$ cat config.mk
export PLATFORM = sky130hd
export DESIGN_NAME = rtu_slave_framer
export DESIGN_NICKNAME = d
export VERILOG_FILES = /design/src/rtu_framer_pkg.sv /design/src/crc16_byte.sv /design/src/rtu_gap_timer.sv /design/src/rtu_slave_framer.sv
export VERILOG_INCLUDE_DIRS = /design/src
export SDC_FILE = /design/constraint.sdc
export NUM_CORES = 1
export LEC_CHECK = 0
export BUFFER_PORTS_ARGS = -buffer_cell sky130_fd_sc_hd__buf_4
export CORE_MARGIN = 5
export CORE_UTILIZATION = 45
export CTS_BUF_LIST = sky130_fd_sc_hd__clkbuf_4 sky130_fd_sc_hd__clkbuf_8 sky130_fd_sc_hd__clkbuf_16
export CTS_CLUSTER_DIAMETER = 120
export DETAILED_ROUTE_END_ITERATION = 10
export MAX_ROUTING_LAYER = met4
export RECOVER_POWER = 100
export SLEW_MARGIN = 20
export SYNTH_ARGS = -nofsm -noshare
export SYNTH_HDL_FRONTEND = slang
export SYNTH_SLANG_ARGS = --single-unit
$ cat constraint.sdc
create_clock -name clk_in -period 7.2 [get_ports clk_in]
set_input_delay 1.44 -clock clk_in [delete_from_list [all_inputs] [get_ports clk_in]]
set_output_delay 1.44 -clock clk_in [all_outputs]
set_load 0.02 [all_outputs]
$ cat src/rtu_framer_regs.svh
// Purpose: constants of the slave-side rtu framer: codes, gap figures, crc figures.
// Assumes: included by its bare name; definitions only.
// Notes: gap figures are in half character times.
// How it works
// - only one side drives the shared line.
// - own address 1..247, zero is broadcast.
// - one reply per addressed query, none broadcast.
// - 3.5 character idle before every frame.
// - first byte filters: own, broadcast, else ignore.
// - 3.5 character silence closes the frame.
// - gap above 1.5 restarts at address byte.
// - short gap appends; crc then rejects it.
// - frame is address, command, data, crc.
// - read word count 1..12, else error.
// - read reply: echo, byte count, words, crc.
// - bad command, length, count or store access answered by an error reply frame.
// - crc appended by sender, checked by receiver.
// - only eight data bits enter the crc.
// - preset ones, shift right, xor 0xa001.
// - crc sent low byte then high byte.
// - address high byte group, low byte index.
`ifndef RTU_FRAMER_REGS_SVH
`define RTU_FRAMER_REGS_SVH
`define ADDR_BROADCAST   8'h00
`define ADDR_MIN         8'h01
`define ADDR_MAX         8'hf7
`define CMD_READ         8'h03
`define CMD_WRITE        8'h06
`define CMD_ERR_FLAG     8'h80
`define ERR_BAD_CMD      8'h01
`define ERR_BAD_ADDR     8'h02
`define ERR_BAD_DATA     8'h03
`define READ_MAX_WORDS   16'h000c
`define REQ_LEN          5'h08
`define MIN_LEN          5'h04
`define RBUF_DEPTH       5'h08
`define CRC_PRESET       16'hffff
`define CRC_POLY         16'ha001
`define CRC_BITS         8
`define GAP_SHORT_HALVES 8'h03
`define GAP_LONG_HALVES  8'h07
`define RESP_HDR_LEN     5'h03
`endif

$ cat src/rtu_framer_pkg.sv
// Purpose: types shared by the rtu framer modules.
// Assumes: used only by scoped names, never imported.
// Notes: encodings written out so waveforms read the same everywhere.
package rtu_framer_pkg;
  typedef enum logic [2:0] {
    ST_WAIT  = 3'b000,
    ST_IDLE  = 3'b001,
    ST_RX    = 3'b010,
    ST_DROP  = 3'b011,
    ST_EXEC  = 3'b100,
    ST_PARAM = 3'b101,
    ST_TX    = 3'b110
  } fsm_e;
  typedef enum logic [1:0] {
    RESP_READ  = 2'b00,
    RESP_WRITE = 2'b01,
    RESP_ERROR = 2'b10
  } resp_e;
endpackage

$ cat src/crc16_byte.sv
// Purpose: one byte step of the 16-bit frame check.
// Assumes: purely combinational; caller holds the register.
// Notes: only the data byte enters, framing bits never reach here.
`include "rtu_framer_regs.svh"
module crc16_byte
(
  input  wire logic [15:0] crc_in,
  input  wire logic [7:0]  data_in,
  output logic      [15:0] crc_out
);
  // xor into low bits, then eight right shifts with poly on a one out
  always_comb
  begin
    crc_out = crc_in ^ {8'h00, data_in};
    for (int i = 0; i < `CRC_BITS; i++)
    begin
      if (crc_out[0])
        crc_out = (crc_out >> 1) ^ `CRC_POLY;
      else
        crc_out = crc_out >> 1;
    end
  end
endmodule

$ cat src/rtu_gap_timer.sv
// Purpose: measures line silence in character times.
// Assumes: activity_in pulses once per finished character on the line.
// Notes: baud_div_in is clocks per bit; char_bits_in counts start, data, parity, stop.
`include "rtu_framer_regs.svh"
module rtu_gap_timer
(
  input  wire logic        clk_in,
  input  wire logic        rst_n_in,
  input  wire logic [15:0] baud_div_in,
  input  wire logic [3:0]  char_bits_in,
  input  wire logic        activity_in,
  output logic             gap_short_out,
  output logic             gap_long_out
);
  typedef struct packed {
    logic [15:0] div;
    logic [7:0]  bits;
  } timer_s;

  timer_s s;
  timer_s next_s;
  logic [7:0] short_bits;
  logic [7:0] long_bits;

  // thresholds rounded up so a gap is never declared early
  always_comb
  begin
    short_bits = 8'((8'(char_bits_in) * `GAP_SHORT_HALVES + 8'h01) >> 1);
    long_bits  = 8'((8'(char_bits_in) * `GAP_LONG_HALVES + 8'h01) >> 1);
  end

  // bit tick divider and saturating bit counter, cleared by activity
  always_comb
  begin
    next_s = s;
    if (activity_in)
    begin
      next_s.div  = 16'h0000;
      next_s.bits = 8'h00;
    end
    else if (s.div + 16'h0001 >= baud_div_in)
    begin
      next_s.div = 16'h0000;
      if (s.bits != 8'hff)
        next_s.bits = s.bits + 8'h01;
    end
    else
      next_s.div = s.div + 16'h0001;
  end

  always_ff @(posedge clk_in or negedge rst_n_in)
  begin
    if (!rst_n_in)
      s <= '0;
    else
      s <= next_s;
  end

  assign gap_short_out = (s.bits >= short_bits);
  assign gap_long_out  = (s.bits >= long_bits);
endmodule

$ cat src/rtu_slave_framer.sv
// Purpose: slave frame receiver, command decoder and reply former.
// Assumes: a uart delivers and takes whole bytes; parameter store answers by ack.
// Notes: replies leave only after a closed query, so the line is already quiet.
`include "rtu_framer_regs.svh"
module rtu_slave_framer
(
  input  wire logic        clk_in,
  input  wire logic        rst_n_in,
  input  wire logic [7:0]  own_address_setting_in,
  input  wire logic [15:0] baud_div_in,
  input  wire logic [3:0]  char_bits_in,
  input  wire logic [7:0]  rx_byte_in,
  input  wire logic        rx_valid_in,
  output logic      [7:0]  tx_byte_out,
  output logic             tx_valid_out,
  input  wire logic        tx_ready_in,
  output logic             tx_enable_out,
  output logic             param_req_out,
  output logic             param_we_out,
  output logic      [7:0]  param_group_out,
  output logic      [7:0]  param_index_out,
  output logic      [15:0] param_wdata_out,
  input  wire logic        param_ack_in,
  input  wire logic        param_err_in,
  input  wire logic [15:0] param_rdata_in
);
  typedef struct packed {
    rtu_framer_pkg::fsm_e      state;
    logic                      bcast;
    logic [4:0]                cnt;
    logic [7:0][7:0]           rbuf;
    logic [15:0]               crc;
    rtu_framer_pkg::resp_e     kind;
    logic [7:0]                code;
    logic [3:0]                wcnt;
    logic [3:0]                wi;
    logic [11:0][15:0]         words;
    logic                      req;
    logic                      we;
    logic [15:0]               paddr;
    logic [4:0]                plen;
    logic [4:0]                tx_idx;
    logic [7:0]                tx_byte;
    logic                      tx_valid;
    logic [15:0]               tx_crc;
  } framer_s;

  framer_s     s;
  framer_s     next_s;
  logic        gap_short;
  logic        gap_long;
  logic        line_event;
  logic        addr_hit;
  logic        new_frame;
  logic [15:0] rx_crc_src;
  logic [15:0] rx_crc_next;
  logic [15:0] tx_crc_next;
  logic [7:0]  tx_pick;
  logic [4:0]  rd_off;
  logic [15:0] rd_word;
  logic [15:0] req_count;

  // prepare a reply: kind, payload length and a fresh check register
  function automatic framer_s start_reply(framer_s v, rtu_framer_pkg::resp_e k,
                                          logic [4:0] len);
    framer_s r;
    r          = v;
    r.kind     = k;
    r.plen     = len;
    r.tx_idx   = 5'h00;
    r.tx_valid = 1'b0;
    r.tx_crc   = `CRC_PRESET;
    r.req      = 1'b0;
    r.state    = v.bcast ? rtu_framer_pkg::ST_IDLE : rtu_framer_pkg::ST_TX;
    return r;
  endfunction

  // error reply with a reason; broadcasts stay silent
  function automatic framer_s fail(framer_s v, logic [7:0] reason);
    framer_s r;
    r      = v;
    r.code = reason;
    return start_reply(r, rtu_framer_pkg::RESP_ERROR, `RESP_HDR_LEN);
  endfunction

  rtu_gap_timer gap_timer
  (
    .clk_in        (clk_in),
    .rst_n_in      (rst_n_in),
    .baud_div_in   (baud_div_in),
    .char_bits_in  (char_bits_in),
    .activity_in   (line_event),
    .gap_short_out (gap_short),
    .gap_long_out  (gap_long)
  );

  crc16_byte rx_crc
  (
    .crc_in  (rx_crc_src),
    .data_in (rx_byte_in),
    .crc_out (rx_crc_next)
  );

  crc16_byte tx_crc
  (
    .crc_in  (s.tx_crc),
    .data_in (tx_pick),
    .crc_out (tx_crc_next)
  );

  // every character on the wire, ours or the master's, restarts the silence count
  assign line_event = rx_valid_in | (s.tx_valid & tx_ready_in);

  // address filter: own address only when in the legal range, plus broadcast
  always_comb
  begin
    addr_hit = (rx_byte_in == `ADDR_BROADCAST) ||
               (rx_byte_in == own_address_setting_in &&
                own_address_setting_in >= `ADDR_MIN &&
                own_address_setting_in <= `ADDR_MAX);
  end

  // a byte opens a frame after idle, or after a mid-frame pause over 1.5 chars
  always_comb
  begin
    new_frame = rx_valid_in &&
                (s.state == rtu_framer_pkg::ST_IDLE ||
                 ((s.state == rtu_framer_pkg::ST_RX || s.state == rtu_framer_pkg::ST_DROP)
                  && gap_short));
    rx_crc_src = new_frame ? `CRC_PRESET : s.crc;
  end

  // reply byte for the current index, payload only; crc bytes come later
  always_comb
  begin
    rd_off  = 5'(s.tx_idx - `RESP_HDR_LEN);
    rd_word = s.words[rd_off[4:1]];
    tx_pick = s.rbuf[s.tx_idx[2:0]];
    case (s.kind)
      rtu_framer_pkg::RESP_READ:
      begin
        if (s.tx_idx == 5'h00)
          tx_pick = s.rbuf[0];
        else if (s.tx_idx == 5'h01)
          tx_pick = s.rbuf[1];
        else if (s.tx_idx == 5'h02)
          tx_pick = {3'h0, s.wcnt, 1'b0};
        else
          tx_pick = rd_off[0] ? rd_word[7:0] : rd_word[15:8];
      end
      rtu_framer_pkg::RESP_WRITE:
        tx_pick = s.rbuf[s.tx_idx[2:0]];
      rtu_framer_pkg::RESP_ERROR:
      begin
        if (s.tx_idx == 5'h00)
          tx_pick = s.rbuf[0];
        else if (s.tx_idx == 5'h01)
          tx_pick = s.rbuf[1] | `CMD_ERR_FLAG;
        else
          tx_pick = s.code;
      end
      default:
        tx_pick = 8'h00;
    endcase
  end

  assign req_count = {s.rbuf[4], s.rbuf[5]};

  // main sequencer: receive, check, execute, answer
  always_comb
  begin
    next_s = s;
    if (new_frame)
    begin
      // first byte is the address; foreign frames are skipped until silence
      next_s.cnt     = 5'h01;
      next_s.rbuf[0] = rx_byte_in;
      next_s.crc     = rx_crc_next;
      next_s.bcast   = (rx_byte_in == `ADDR_BROADCAST);
      next_s.state   = addr_hit ? rtu_framer_pkg::ST_RX : rtu_framer_pkg::ST_DROP;
    end
    else
    begin
      case (s.state)
        rtu_framer_pkg::ST_WAIT:
        begin
          // hold off until the line has been quiet a full frame gap
          if (gap_long)
            next_s.state = rtu_framer_pkg::ST_IDLE;
        end
        rtu_framer_pkg::ST_IDLE:
          next_s.state = rtu_framer_pkg::ST_IDLE;
        rtu_framer_pkg::ST_RX:
        begin
          if (rx_valid_in)
          begin
            // late bytes still join the frame; the crc then fails it
            next_s.crc = rx_crc_next;
            if (s.cnt < `RBUF_DEPTH)
              next_s.rbuf[s.cnt[2:0]] = rx_byte_in;
            if (s.cnt != 5'h1f)
              next_s.cnt = s.cnt + 5'h01;
          end
          else if (gap_long)
            next_s.state = rtu_framer_pkg::ST_EXEC;
        end
        rtu_framer_pkg::ST_DROP:
        begin
          if (gap_long)
            next_s.state = rtu_framer_pkg::ST_IDLE;
        end
        rtu_framer_pkg::ST_EXEC:
        begin
          // a correct frame leaves a zero residue over data and check bytes
          if (s.crc != 16'h0000 || s.cnt < `MIN_LEN)
            next_s.state = rtu_framer_pkg::ST_IDLE;
          else if (s.rbuf[1] != `CMD_READ && s.rbuf[1] != `CMD_WRITE)
            next_s = fail(s, `ERR_BAD_CMD);
          else if (s.cnt != `REQ_LEN)
            next_s = fail(s, `ERR_BAD_DATA);
          else if (s.rbuf[1] == `CMD_READ &&
                   (req_count == 16'h0000 || req_count > `READ_MAX_WORDS))
            next_s = fail(s, `ERR_BAD_DATA);
          else if (s.rbuf[1] == `CMD_READ && s.bcast)
            next_s.state = rtu_framer_pkg::ST_IDLE;
          else
          begin
            next_s.wcnt  = req_count[3:0];
            next_s.wi    = 4'h0;
            next_s.we    = (s.rbuf[1] == `CMD_WRITE);
            next_s.paddr = {s.rbuf[2], s.rbuf[3]};
            next_s.req   = 1'b1;
            next_s.state = rtu_framer_pkg::ST_PARAM;
          end
        end
        rtu_framer_pkg::ST_PARAM:
        begin
          // one store access per word; request stands until acknowledged
          if (param_ack_in)
          begin
            next_s.req = 1'b0;
            if (param_err_in)
              next_s = fail(s, `ERR_BAD_ADDR);
            else if (s.we)
              next_s = start_reply(s, rtu_framer_pkg::RESP_WRITE, 5'h06);
            else
            begin
              next_s.words[s.wi] = param_rdata_in;
              if (s.wi + 4'h1 == s.wcnt)
                next_s = start_reply(next_s, rtu_framer_pkg::RESP_READ,
                                     5'(`RESP_HDR_LEN + {s.wcnt, 1'b0}));
              else
              begin
                next_s.wi    = s.wi + 4'h1;
                next_s.paddr = s.paddr + 16'h0001;
                next_s.req   = 1'b1;
              end
            end
          end
        end
        rtu_framer_pkg::ST_TX:
        begin
          // one byte offered at a time; check bytes go low first
          if (s.tx_valid)
          begin
            if (tx_ready_in)
            begin
              next_s.tx_valid = 1'b0;
              if (s.tx_idx == 5'(s.plen + 5'h01))
                next_s.state = rtu_framer_pkg::ST_WAIT;
              else
                next_s.tx_idx = s.tx_idx + 5'h01;
            end
          end
          else
          begin
            next_s.tx_valid = 1'b1;
            if (s.tx_idx < s.plen)
            begin
              next_s.tx_byte = tx_pick;
              next_s.tx_crc  = tx_crc_next;
            end
            else if (s.tx_idx == s.plen)
              next_s.tx_byte = s.tx_crc[7:0];
            else
              next_s.tx_byte = s.tx_crc[15:8];
          end
        end
        default:
          next_s.state = rtu_framer_pkg::ST_WAIT;
      endcase
    end
  end

  always_ff @(posedge clk_in or negedge rst_n_in)
  begin
    if (!rst_n_in)
      s <= '0;
    else
      s <= next_s;
  end

  // bytes arriving while we talk are ignored; the driver is on only in tx
  assign tx_enable_out   = (s.state == rtu_framer_pkg::ST_TX);
  assign tx_byte_out     = s.tx_byte;
  assign tx_valid_out    = s.tx_valid;
  assign param_req_out   = s.req;
  assign param_we_out    = s.we;
  assign param_group_out = s.paddr[15:8];
  assign param_index_out = s.paddr[7:0];
  assign param_wdata_out = {s.rbuf[4], s.rbuf[5]};
endmodule

==> results of run 1 <==
[stage by stage]
stage | instances | hold slack, ps | util [%] | setup WS, ps
3_3_place_gp | 2674 | 454 | 47.4 | 1850
4_1_cts | 2750 | 479 | 50.6 | 2140
5_1_grt | 2751 | 489 | 49.9 | 948
3_5_place_dp | 2674 | 466 | 47.4 | 1810
2_1_floorplan | 2116 | 442 | - | 2560
6_report | 2751 | 471 | 49.9 | 1220
[layout by cell type, fill, tap and decap left out, drive strengths merged, types with 11 or more instances in the layout]
cell type	synthesis	final
dfrtp	370	370
nand2	369	369
o21ai	274	274
clkbuf	101	122
nor2	96	96
a21oi	85	85
mux2	83	83
buf	69	67
xnor2	58	58
inv	56	57
ha	55	55
mux2i	47	47
mux4	45	45
nand3	43	43
xor2	32	32
nor3	30	30
nor2b	29	29
and3	26	26
nor4	23	23
a31oi	21	21
a21o	18	18
nand2b	17	17
a211oi	14	14
nand4	11	11
a22oi	11	11
clkinv	1	11
[per-layer routing]
layer	wire length [um]	up-vias
met5	0	-
met4	1110	0
met3	2560	78
met2	27300	427
met1	25700	7837
li1	-	7405
[flip-flops by register name, indices dropped and copies added, names as in the netlist, 8 cells and up]
register         cells
s                  303
gap_timer.s         24
param_group_out      8
param_wdata_out     16
param_index_out      8
tx_byte_out          8
[worst max-delay path by stage]
stage            end  slack (ps)  cells past startpoint
2_1_floorplan  s[13]        2560                     15
4_1_cts         s[0]        2140                     14
3_3_place_gp   s[29]        1850                     15
3_5_place_dp   s[29]        1810                     15
5_1_grt         s[0]         950                     13
6_report        s[0]        1220                     13
[power by group through the flow]
stage | Clock, uW | Sequential, uW | Combinational, uW
final | 2240 | 2650 | 3200
after global routing | 2370 | 2680 | 3460
after CTS | 2290 | 2640 | 3330
after detailed placement | 0 | 2680 | 3310
after global placement | 0 | 2670 | 3260
after floorplan | 0 | 2530 | 2620
[cell type report]
type / instances / area, um2 / area share, %
Multi-Input combinational cell: 1519 / 10100 / 44.9
Sequential cell: 370 / 9260 / 41.0
Clock buffer: 60 / 1260 / 5.58
Timing Repair Buffer: 129 / 757 / 3.36
Tap cell: 600 / 751 / 3.33
Inverter: 57 / 214 / 0.948
Clock inverter: 16 / 186 / 0.826
[cell families (layout without fill, tap and decap cells)]
| logic type | Yosys count | after routing |
|---|---|---|
| AOI/OAI and AO/OA | 499 | 499 |
| xor gates and xnor gates | 91 | 91 |
| adders and majority gates | 59 | 59 |
| buffers and inverters | 227 | 262 |
| DFF | 370 | 370 |
| muxes | 175 | 175 |
| and+or+nand+nor | 695 | 695 |
[critical path: cells and delay by family, from the launching register on]
kind            cells  cell delay, ps
simple gates        3            2450
flops               1             530
mux                 1             440
fa+ha+maj           1             500
xor+xnor            5            1310
compound gates      3             560
==> flow_summary_export.csv, run 1 <==
group,metric,value,unit
status,status,"finished with violations",
status,violations,"capacitance limit, slew limit",
pwr,seq_power_share,32.8,%
pwr,finalPower,8090,uW
critical_path,path_max_fanout,27,
min_path,hold_depth,2,
detailed_routing,postRouteAntennaNets,0,
timing,max-slew-margin-rel,-75.2,%
critical_path,crit_path_start,"s[25]",
yosys,synth_top_area_cell,"dfrtp_1",
global_routing,met1_usage,31.5,%
detailed_routing,first_iter_violations,1103,
global_routing,grt_pass1_vias,15700,
clock_network,clock_latency,570,ps
floorplan,die_w,223,um
pwr,p_sw_share,38.1,%
critical_path,crit_top_cell,"xnor2_1",
yosys,synth_common_cells,"dfrtp_1, nand2_1, o21ai_0",
pwr,p_leak,0.00993,uW
critical_path,worstPathCellList,"ha_1 -> or4_1 -> nand2_1 -> mux4_1 -> a221oi_1 -> a31oi_1 -> or4_1 -> xnor2_1 -> xor2_2 -> xnor3_1 -> xnor2_1 -> xnor2_1 -> a31oi_1",
floorplan,ios,102,
critical_path,slowest_delay,1150,ps
clock_network,numCtsBuffers,42,
finish,fillerInstances,4231,
critical_path,endpoint_kind,"flip-flop",
global_routing,grt_pass1_wl,90.5,mm
pwr,p_int,5000,uW
yosys,synthSimpleGateAreaFrac,15.5,%
finish,final_nets,2236,
detailed_routing,vias,15700,
critical_path,reg2reg_slack,1220,ps
global_routing,met2_usage,37.2,%
timing,finalHoldViolCount,0,
yosys,ys_seq_elements,370,
global_routing,grt_overflow,0,
place,gp_congestion,0.885,
yosys,synth_fa_ha_area_share,3.75,%
detailed_routing,routed_via_density,5.72,
min_path,min_from,"s[114]",
timing,worst_pin_slew,2630,ps
timing,slew_violations,424,
critical_path,cp.required,7580,ps
detailed_routing,drtPass1Iterations,5,
clock_network,clk_pin_slew,60,ps
yosys,synth_cells,2116,
pwr,pwr-share-comb,39.5,%
detailed_routing,drt_wl_total,56.7,mm
yosys,yosysSeqAreaShare,45.2,%
clock_network,cts_tree,"yes",
place,portBuffers,101,
pwr,p_clk_share,27.7,%
clock_network,clkSinkCount,370,
floorplan,row_count,78,
clock_network,h-tree-depth,2,
critical_path,r2r-end,"s[0]",
timing,setup-violations-final,0,
critical_path,start_kind,"flip-flop",
finish,postLayoutCellArea,22600,um2
clock_network,hold_buffers,0,
timing,rsz0062_at_grt,"false",
timing,min_period_over_period,83.1,%
global_routing,use_met3,2.91,%
floorplan,die_h,223,um
floorplan,die_area,49900,um2
critical_path,reg2regPathDepth,13,
clock_network,postCtsResizedCells,0,
yosys,synthDistinctLibCells,86,
critical_path,r2r-start,"s[25]",
critical_path,path_class,"reg2reg",
yosys,synth_edf_count,0,
timing,finClkSkew,24.4,ps
global_routing,antenna_found_initial,0,
yosys,dominantRegCellSynth,"dfrtp_1",
finish,antenna_cells,0,
detailed_routing,drc,0,
yosys,synth_top_area_share,45.2,%
yosys,synth_top_family_by_area,"simple AND/OR/NAND/NOR gates",
timing,setup_tns,0,ps
timing,max_freq,167,MHz
timing,fin_crit,5980,ps
min_path,min_path_type,"reg2reg",
global_routing,busiest_layer,"met2",
pwr,p_sw,3080,uW
finish,area.growth.synth_to_final,10.0,%
pwr,p_per_area,358,nW/um2
yosys,syn_avg_cell_area,9.69,um2
run,max_cap_viol_count,12,
critical_path,cp.arrival,6370,ps
yosys,synth_nets,2233,
detailed_routing,wl_per_cell,20.6,um
yosys,ys_async_sr_fraction,100,%
clock_network,cts_setup_buffers,0,
finish,drive_gt1_share,13.4,%
floorplan,initial_core_util,45.4,%
critical_path,crit_slowest_cell,"nand2_1",
min_path,min_to,"s[114]",
yosys,yosys-mux-area-fraction,11.9,%
pwr,ir_worst_vdd,0.000228,V
place,dp_hpwl,38.1,mm
floorplan,coreArea,45200,um2
yosys,yosysWarnings,0,
clock_network,clockBufferDepth,3,
yosys,synth-compound-area-share,14.2,%
yosys,yosys.area_share.xor_xnor,4.33,%
place,placed_area,21400,um2
global_routing,grt_start_max_net_pins,171,
yosys,synth_most_common_cell,"dfrtp_1",
clock_network,cts_root_buf,"clkbuf_16",
yosys,syn-cell-area,20500,um2
global_routing,grt_usage,23.1,%
yosys,synth.area.top_cells,"dfrtp_1, nand2_1, o21ai_0, mux4_2, mux2_2",
(Power assumes the default switching activity.)
==> run 2, diff against run 1 <==
- ABC_AREA: default -> 1
- clock period: 7.2 -> 5.7 ns (I/O delays scaled with it)
==> flow_summary_export.csv, run 2 <==
group,metric,value,unit
yosys,synth_top_area_share,44.1,%
detailed_routing,first_iter_violations,1782,
critical_path,critPathTopFamily,"buffers and inverters",
finish,final_core_util,49.4,%
status,violations,"capacitance limit, slew limit",
finish,stdcell_count,3464,
timing,finClkSkew,16.6,ps
detailed_routing,drtPass1Iterations,6,
place,portBuffers,101,
status,status,"finished with violations",
min_path,min_to,"s[186]",
detailed_routing,routed_via_density,5.37,
floorplan,initial_core_util,45.3,%
finish,fillerInstances,4622,
place,placed_area,21800,um2
floorplan,die_w,226,um
critical_path,r2r-start,"s[25]",
timing,min_period_over_period,88.8,%
critical_path,path_depth,16,
detailed_routing,wl_per_cell,17.4,um
finish,multiInputGateArea,9690,um2
clock_network,cts_tree,"yes",
yosys,synth_cells,2821,
critical_path,start_kind,"flip-flop",
global_routing,grt_overflow,0,
critical_path,path_buf_inv,7,
critical_path,cp.required,6150,ps
min_path,hold_depth,2,
clock_network,cts_root_buf,"clkbuf_16",
timing,fin_crit,5060,ps
clock_network,postCtsResizedCells,0,
floorplan,die_h,226,um
place,dp_cells,3390,
clock_network,numCtsBuffers,43,
clock_network,clockBufferDepth,3,
floorplan,row_count,79,
yosys,synth_nets,2938,
timing,setup_ws,639,ps
timing,rsz0062_at_grt,"false",
detailed_routing,vias,18600,
yosys,syn-cell-area,21000,um2
finish,regMostFlops,"s",
clock_network,cts_setup_buffers,0,
yosys,ys_seq_elements,370,
pwr,ir_worst_vdd,0.000343,V
yosys,synth_edf_count,0,
place,dpl_worst_slack,997,ps
timing,worst_pin_slew,2640,ps
yosys,synth_common_cells,"nand2_1, o21ai_0, dfrtp_1",
clock_network,hold_buffers,0,
min_path,min_path_type,"reg2reg",
pwr,p_per_area,433,nW/um2
timing,setup_tns,0,ps
critical_path,path_class,"reg2reg",
min_path,min_from,"s[186]",
critical_path,path_max_fanout,35,
finish,antenna_cells,0,
yosys,synth.area.top_cells,"dfrtp_1, nand2_1, o21ai_0, inv_1, nor2_1",
floorplan,die_area,51000,um2
critical_path,endpoint_kind,"flip-flop",
critical_path,slowest_delay,1510,ps
critical_path,reg2reg_slack,640,ps
place,dp_hpwl,40.1,mm
yosys,synthDistinctLibCells,57,
global_routing,grt_usage,24.0,%
finish,final_nets,2945,
place,gp_congestion,0.954,
critical_path,r2r-end,"s[8]",
yosys,synth_most_common_cell,"nand2_1",
global_routing,antenna_found_initial,0,
finish,drive_gt1_share,6.69,%
timing,setup-violations-final,0,
yosys,yosysWarnings,0,
yosys,dominantRegCellSynth,"dfrtp_1",
critical_path,reg2regPathDepth,16,
critical_path,crit_top_cell,"inv_1",
clock_network,clk_pin_slew,60,ps
detailed_routing,drt_wl_total,60.1,mm
yosys,ys_async_sr_fraction,100,%
finish,seq_area,9260,um2
run,max_cap_viol_count,16,
finish,final_cell_mix,"nand2_1, o21ai_0, dfrtp_1",
pwr,p_leak,0.0110,uW
yosys,syn_avg_cell_area,7.44,um2
global_routing,grt_pass1_wl,96.0,mm
critical_path,worstPathCellList,"inv_1 -> clkbuf_1 -> ha_1 -> inv_1 -> a211oi_4 -> inv_1 -> o21ai_0 -> nand2_1 -> nor2_4 -> inv_2 -> nor2_4 -> inv_2 -> a21oi_1 -> o21ai_0 -> o21ai_0 -> inv_1",
yosys,synth_top_area_cell,"dfrtp_1",
yosys,yosysSeqAreaShare,44.1,%
floorplan,ios,102,
global_routing,grt_pass1_vias,17600,
clock_network,h-tree-depth,2,
finish,postLayoutCellArea,22900,um2
finish,largest_register_ffs,303,
floorplan,coreArea,46400,um2
critical_path,cp.arrival,5510,ps
detailed_routing,drc,0,
finish,final_common_cell,"nand2_1",
timing,max-slew-margin-rel,-75.9,%
timing,max_freq,198,MHz
timing,finalHoldViolCount,0,
finish,area.growth.synth_to_final,9.20,%
clock_network,clkSinkCount,370,
critical_path,crit_slowest_cell,"clkbuf_1",
clock_network,clock_latency,570,ps
global_routing,grt_start_max_net_pins,126,
detailed_routing,postRouteAntennaNets,0,
timing,slew_violations,606,
[run 2: cell types whose count changed in the layout (fill, tap and decap cells not counted), sizes merged, moves of 17 or more]
cell    change
and3       -24
inv       +218
mux2       -82
mux2i      -47
mux4       -45
nand2     +493
nand2b     -17
nand3      +89
nor2      +131
nor2b      -29
o21ai     +170
xnor2      -47
[run 2: kinds of logic after synthesis]
kind of cell	synth area share, %
muxes	0.0537
xor gates and xnor gates	1.87
AOI/OAI and AO/OA	15.5
buffers and inverters	9.68
adders and majority gates	3.66
and+or+nand+nor	25.1
DFF	44.1
[run 2: worst reg2reg max path, cell delays in order (launching register included)]
cell	delay, ps
dfrtp_2	550
inv_1	170
clkbuf_1	1510
ha_1	350
inv_1	70
a211oi_4	510
inv_1	340
o21ai_0	250
nand2_1	120
nor2_4	250
inv_2	170
nor2_4	210
inv_2	120
a21oi_1	130
o21ai_0	80
o21ai_0	70
inv_1	50
[run 2: final cells by class]
type / count / area share, %
Tap cell: 607 / 3.31
Clock buffer: 60 / 5.51
Clock inverter: 14 / 0.453
Timing Repair Buffer: 134 / 3.45
Inverter: 277 / 4.56
Sequential cell: 370 / 40.4
Multi-Input combinational cell: 2002 / 42.3
[run 2: per-layer routing]
metal,vias up,GRT usage [%],part of all wire (%)
met2,628,36.5,44
met4,0,5.17,2.0
met3,92,4.51,7.8
met1,8795,34.0,46
li1,9100,-,-
met5,-,-,0
[run 2: worst max-delay path by stage]
stage                          startpoint                  to  slack, ps
after floorplan           char_bits_in[0]              s[263]       1770
after global placement    char_bits_in[0]  param_group_out[3]       1040
after detailed placement  char_bits_in[0]  param_group_out[3]       1000
after CTS                           s[26]                s[0]       1070
after global routing                s[26]                s[0]        310
final                               s[25]                s[8]        640
[run 2: stage by stage]
step | hold slack (ps) | power, uW
final | 483 | 9910
after CTS | 482 | 9980
after floorplan | 448 | 6220
after detailed placement | 468 | 7260
after global placement | 462 | 7180
after global routing | 506 | 10600
[run 2: power breakdown]
| group | switching (uW) | internal (uW) |
|---|---|---|
| Clock | 1100 | 1590 |
| Combinational | 2840 | 1240 |
| Sequential | 262 | 2890 |
==> run 3, diff against run 2 <==
- CAP_MARGIN: default -> 30
- clock period: 5.7 -> 4.9 ns (I/O delays scaled with it)
==> flow_summary_export.csv, run 3 (synthesized netlist as in run 2, its figures left out) <==
group,metric,value,unit
status,status,"finished with violations",
status,violations,"capacitance limit, slew limit",
critical_path,cp.arrival,4760,ps
floorplan,ios,102,
detailed_routing,drt_wl_total,61.2,mm
detailed_routing,drc,0,
floorplan,initial_core_util,45.3,%
finish,regMostFlops,"s",
timing,slew_violations,261,
min_path,hold_depth,2,
timing,finalHoldViolCount,0,
clock_network,clk_pin_slew,60,ps
finish,final_cell_mix,"nand2_1, o21ai_0, dfrtp_1",
clock_network,hold_buffers,0,
detailed_routing,wl_per_cell,17.6,um
critical_path,cp.required,5350,ps
clock_network,cts_root_buf,"clkbuf_16",
timing,worst_pin_slew,2710,ps
critical_path,r2r-start,"s[350]",
clock_network,clockBufferDepth,3,
finish,final_core_util,49.9,%
place,dp_hpwl,41.1,mm
timing,min_period_over_period,88.0,%
floorplan,row_count,79,
floorplan,die_h,226,um
critical_path,path_max_fanout,10,
global_routing,grt_start_max_net_pins,99,
detailed_routing,routed_via_density,5.38,
floorplan,die_area,51000,um2
timing,max_freq,232,MHz
critical_path,reg2reg_slack,630,ps
finish,fillerInstances,4567,
timing,fin_crit,4310,ps
clock_network,clock_latency,580,ps
clock_network,cts_tree,"yes",
global_routing,grt_usage,24.6,%
pwr,p_per_area,510,nW/um2
pwr,ir_worst_vdd,0.000279,V
floorplan,die_w,226,um
critical_path,reg2regPathDepth,13,
critical_path,endpoint_kind,"flip-flop",
place,gp_congestion,0.912,
clock_network,numCtsBuffers,43,
global_routing,antenna_found_initial,1,
global_routing,grt_pass1_vias,17800,
critical_path,r2r-end,"s[181]",
timing,setup-violations-final,0,
finish,drive_gt1_share,7.15,%
timing,max-slew-margin-rel,-80.9,%
timing,whs,481,ps
detailed_routing,first_iter_violations,1726,
finish,final_common_cell,"nand2_1",
pwr,p_leak,0.0111,uW
global_routing,grt_pass1_wl,97.4,mm
detailed_routing,drtPass1Iterations,5,
min_path,min_path_type,"reg2reg",
clock_network,clkSinkCount,370,
finish,final_nets,2953,
min_path,min_from,"s[159]",
run,max_cap_viol_count,6,
critical_path,start_kind,"input pin",
timing,finClkSkew,19.8,ps
min_path,min_to,"s[159]",
detailed_routing,vias,18700,
timing,rsz0062_at_grt,"false",
finish,area.growth.synth_to_final,10.1,%
clock_network,h-tree-depth,2,
clock_network,cts_setup_buffers,0,
critical_path,path_class,"in2reg",
place,portBuffers,101,
clock_network,postCtsResizedCells,0,
pwr,finalPower,11800,uW
global_routing,grt_overflow,0,
timing,setup_tns,0,ps
finish,largest_register_ffs,303,
floorplan,coreArea,46400,um2
detailed_routing,postRouteAntennaNets,0,
run 3: routing by layer:
layer	part of all wire (%)	global-route usage [%]	up-vias
li1	-	-	9114
met4	2.7	7.34	0
met2	44	36.5	567
met1	47	35.4	8924
met3	6.2	3.43	104
met5	0	-	-
run 3: final cells by class:
class	count	area (um2)	area share, %
well taps	607	759	3.29
repair buffers	142	921	3.98
clock inverters	16	180	0.780
multi-input cells	2002	9680	41.9
diodes	1	2.50	0.0108
inverters	277	1040	4.52
clock buffers	61	1270	5.48
flip-flops and latches	370	9260	40.1
run 3: how the worst max path moves through the flow:
| stage | startpoint | endpoint | slack, ps | cells past startpoint |
|---|---|---|---|---|
| 2_1_floorplan | char_bits_in[0] | s[263] | 1130 | 22 |
| 3_5_place_dp | char_bits_in[0] | s[263] | 350 | 25 |
| 6_report | char_bits_in[0] | s[8] | 590 | 20 |
| 4_1_cts | s[26] | s[0] | 890 | 29 |
| 5_1_grt | s[26] | s[0] | 240 | 30 |
| 3_3_place_gp | char_bits_in[0] | s[263] | 420 | 25 |
run 3: stage by stage:
stage               cell area, um2  std cells  setup WS, ps
floorplan                    21000       2821          1130
CTS                          23400       3474           890
global placement             21900       3396           418
detailed placement           21900       3397           354
global route                 23100       3476           243
finish                       23100       3476           589
run 3: worst max-delay path, cell delays in order:
cell,delay (ps)
clkbuf_1,160
fa_1,650
inv_1,70
ha_1,280
inv_1,60
o21bai_1,70
a21oi_1,120
o21bai_1,70
nand2_1,60
nand3_1,110
nand3_1,300
nand3_1,130
nor2_1,560
inv_1,360
nor2_4,270
inv_2,140
a21oi_1,130
o21ai_0,90
o21ai_0,90
inv_1,50
run 3: power by group:
| group | total, uW | internal [uW] | switching [uW] |
|---|---|---|---|
| combinational | 4850 | 1490 | 3360 |
| clock | 3290 | 1960 | 1320 |
| sequential | 3660 | 3360 | 304 |
| total | 11800 | 6810 | 4990 |
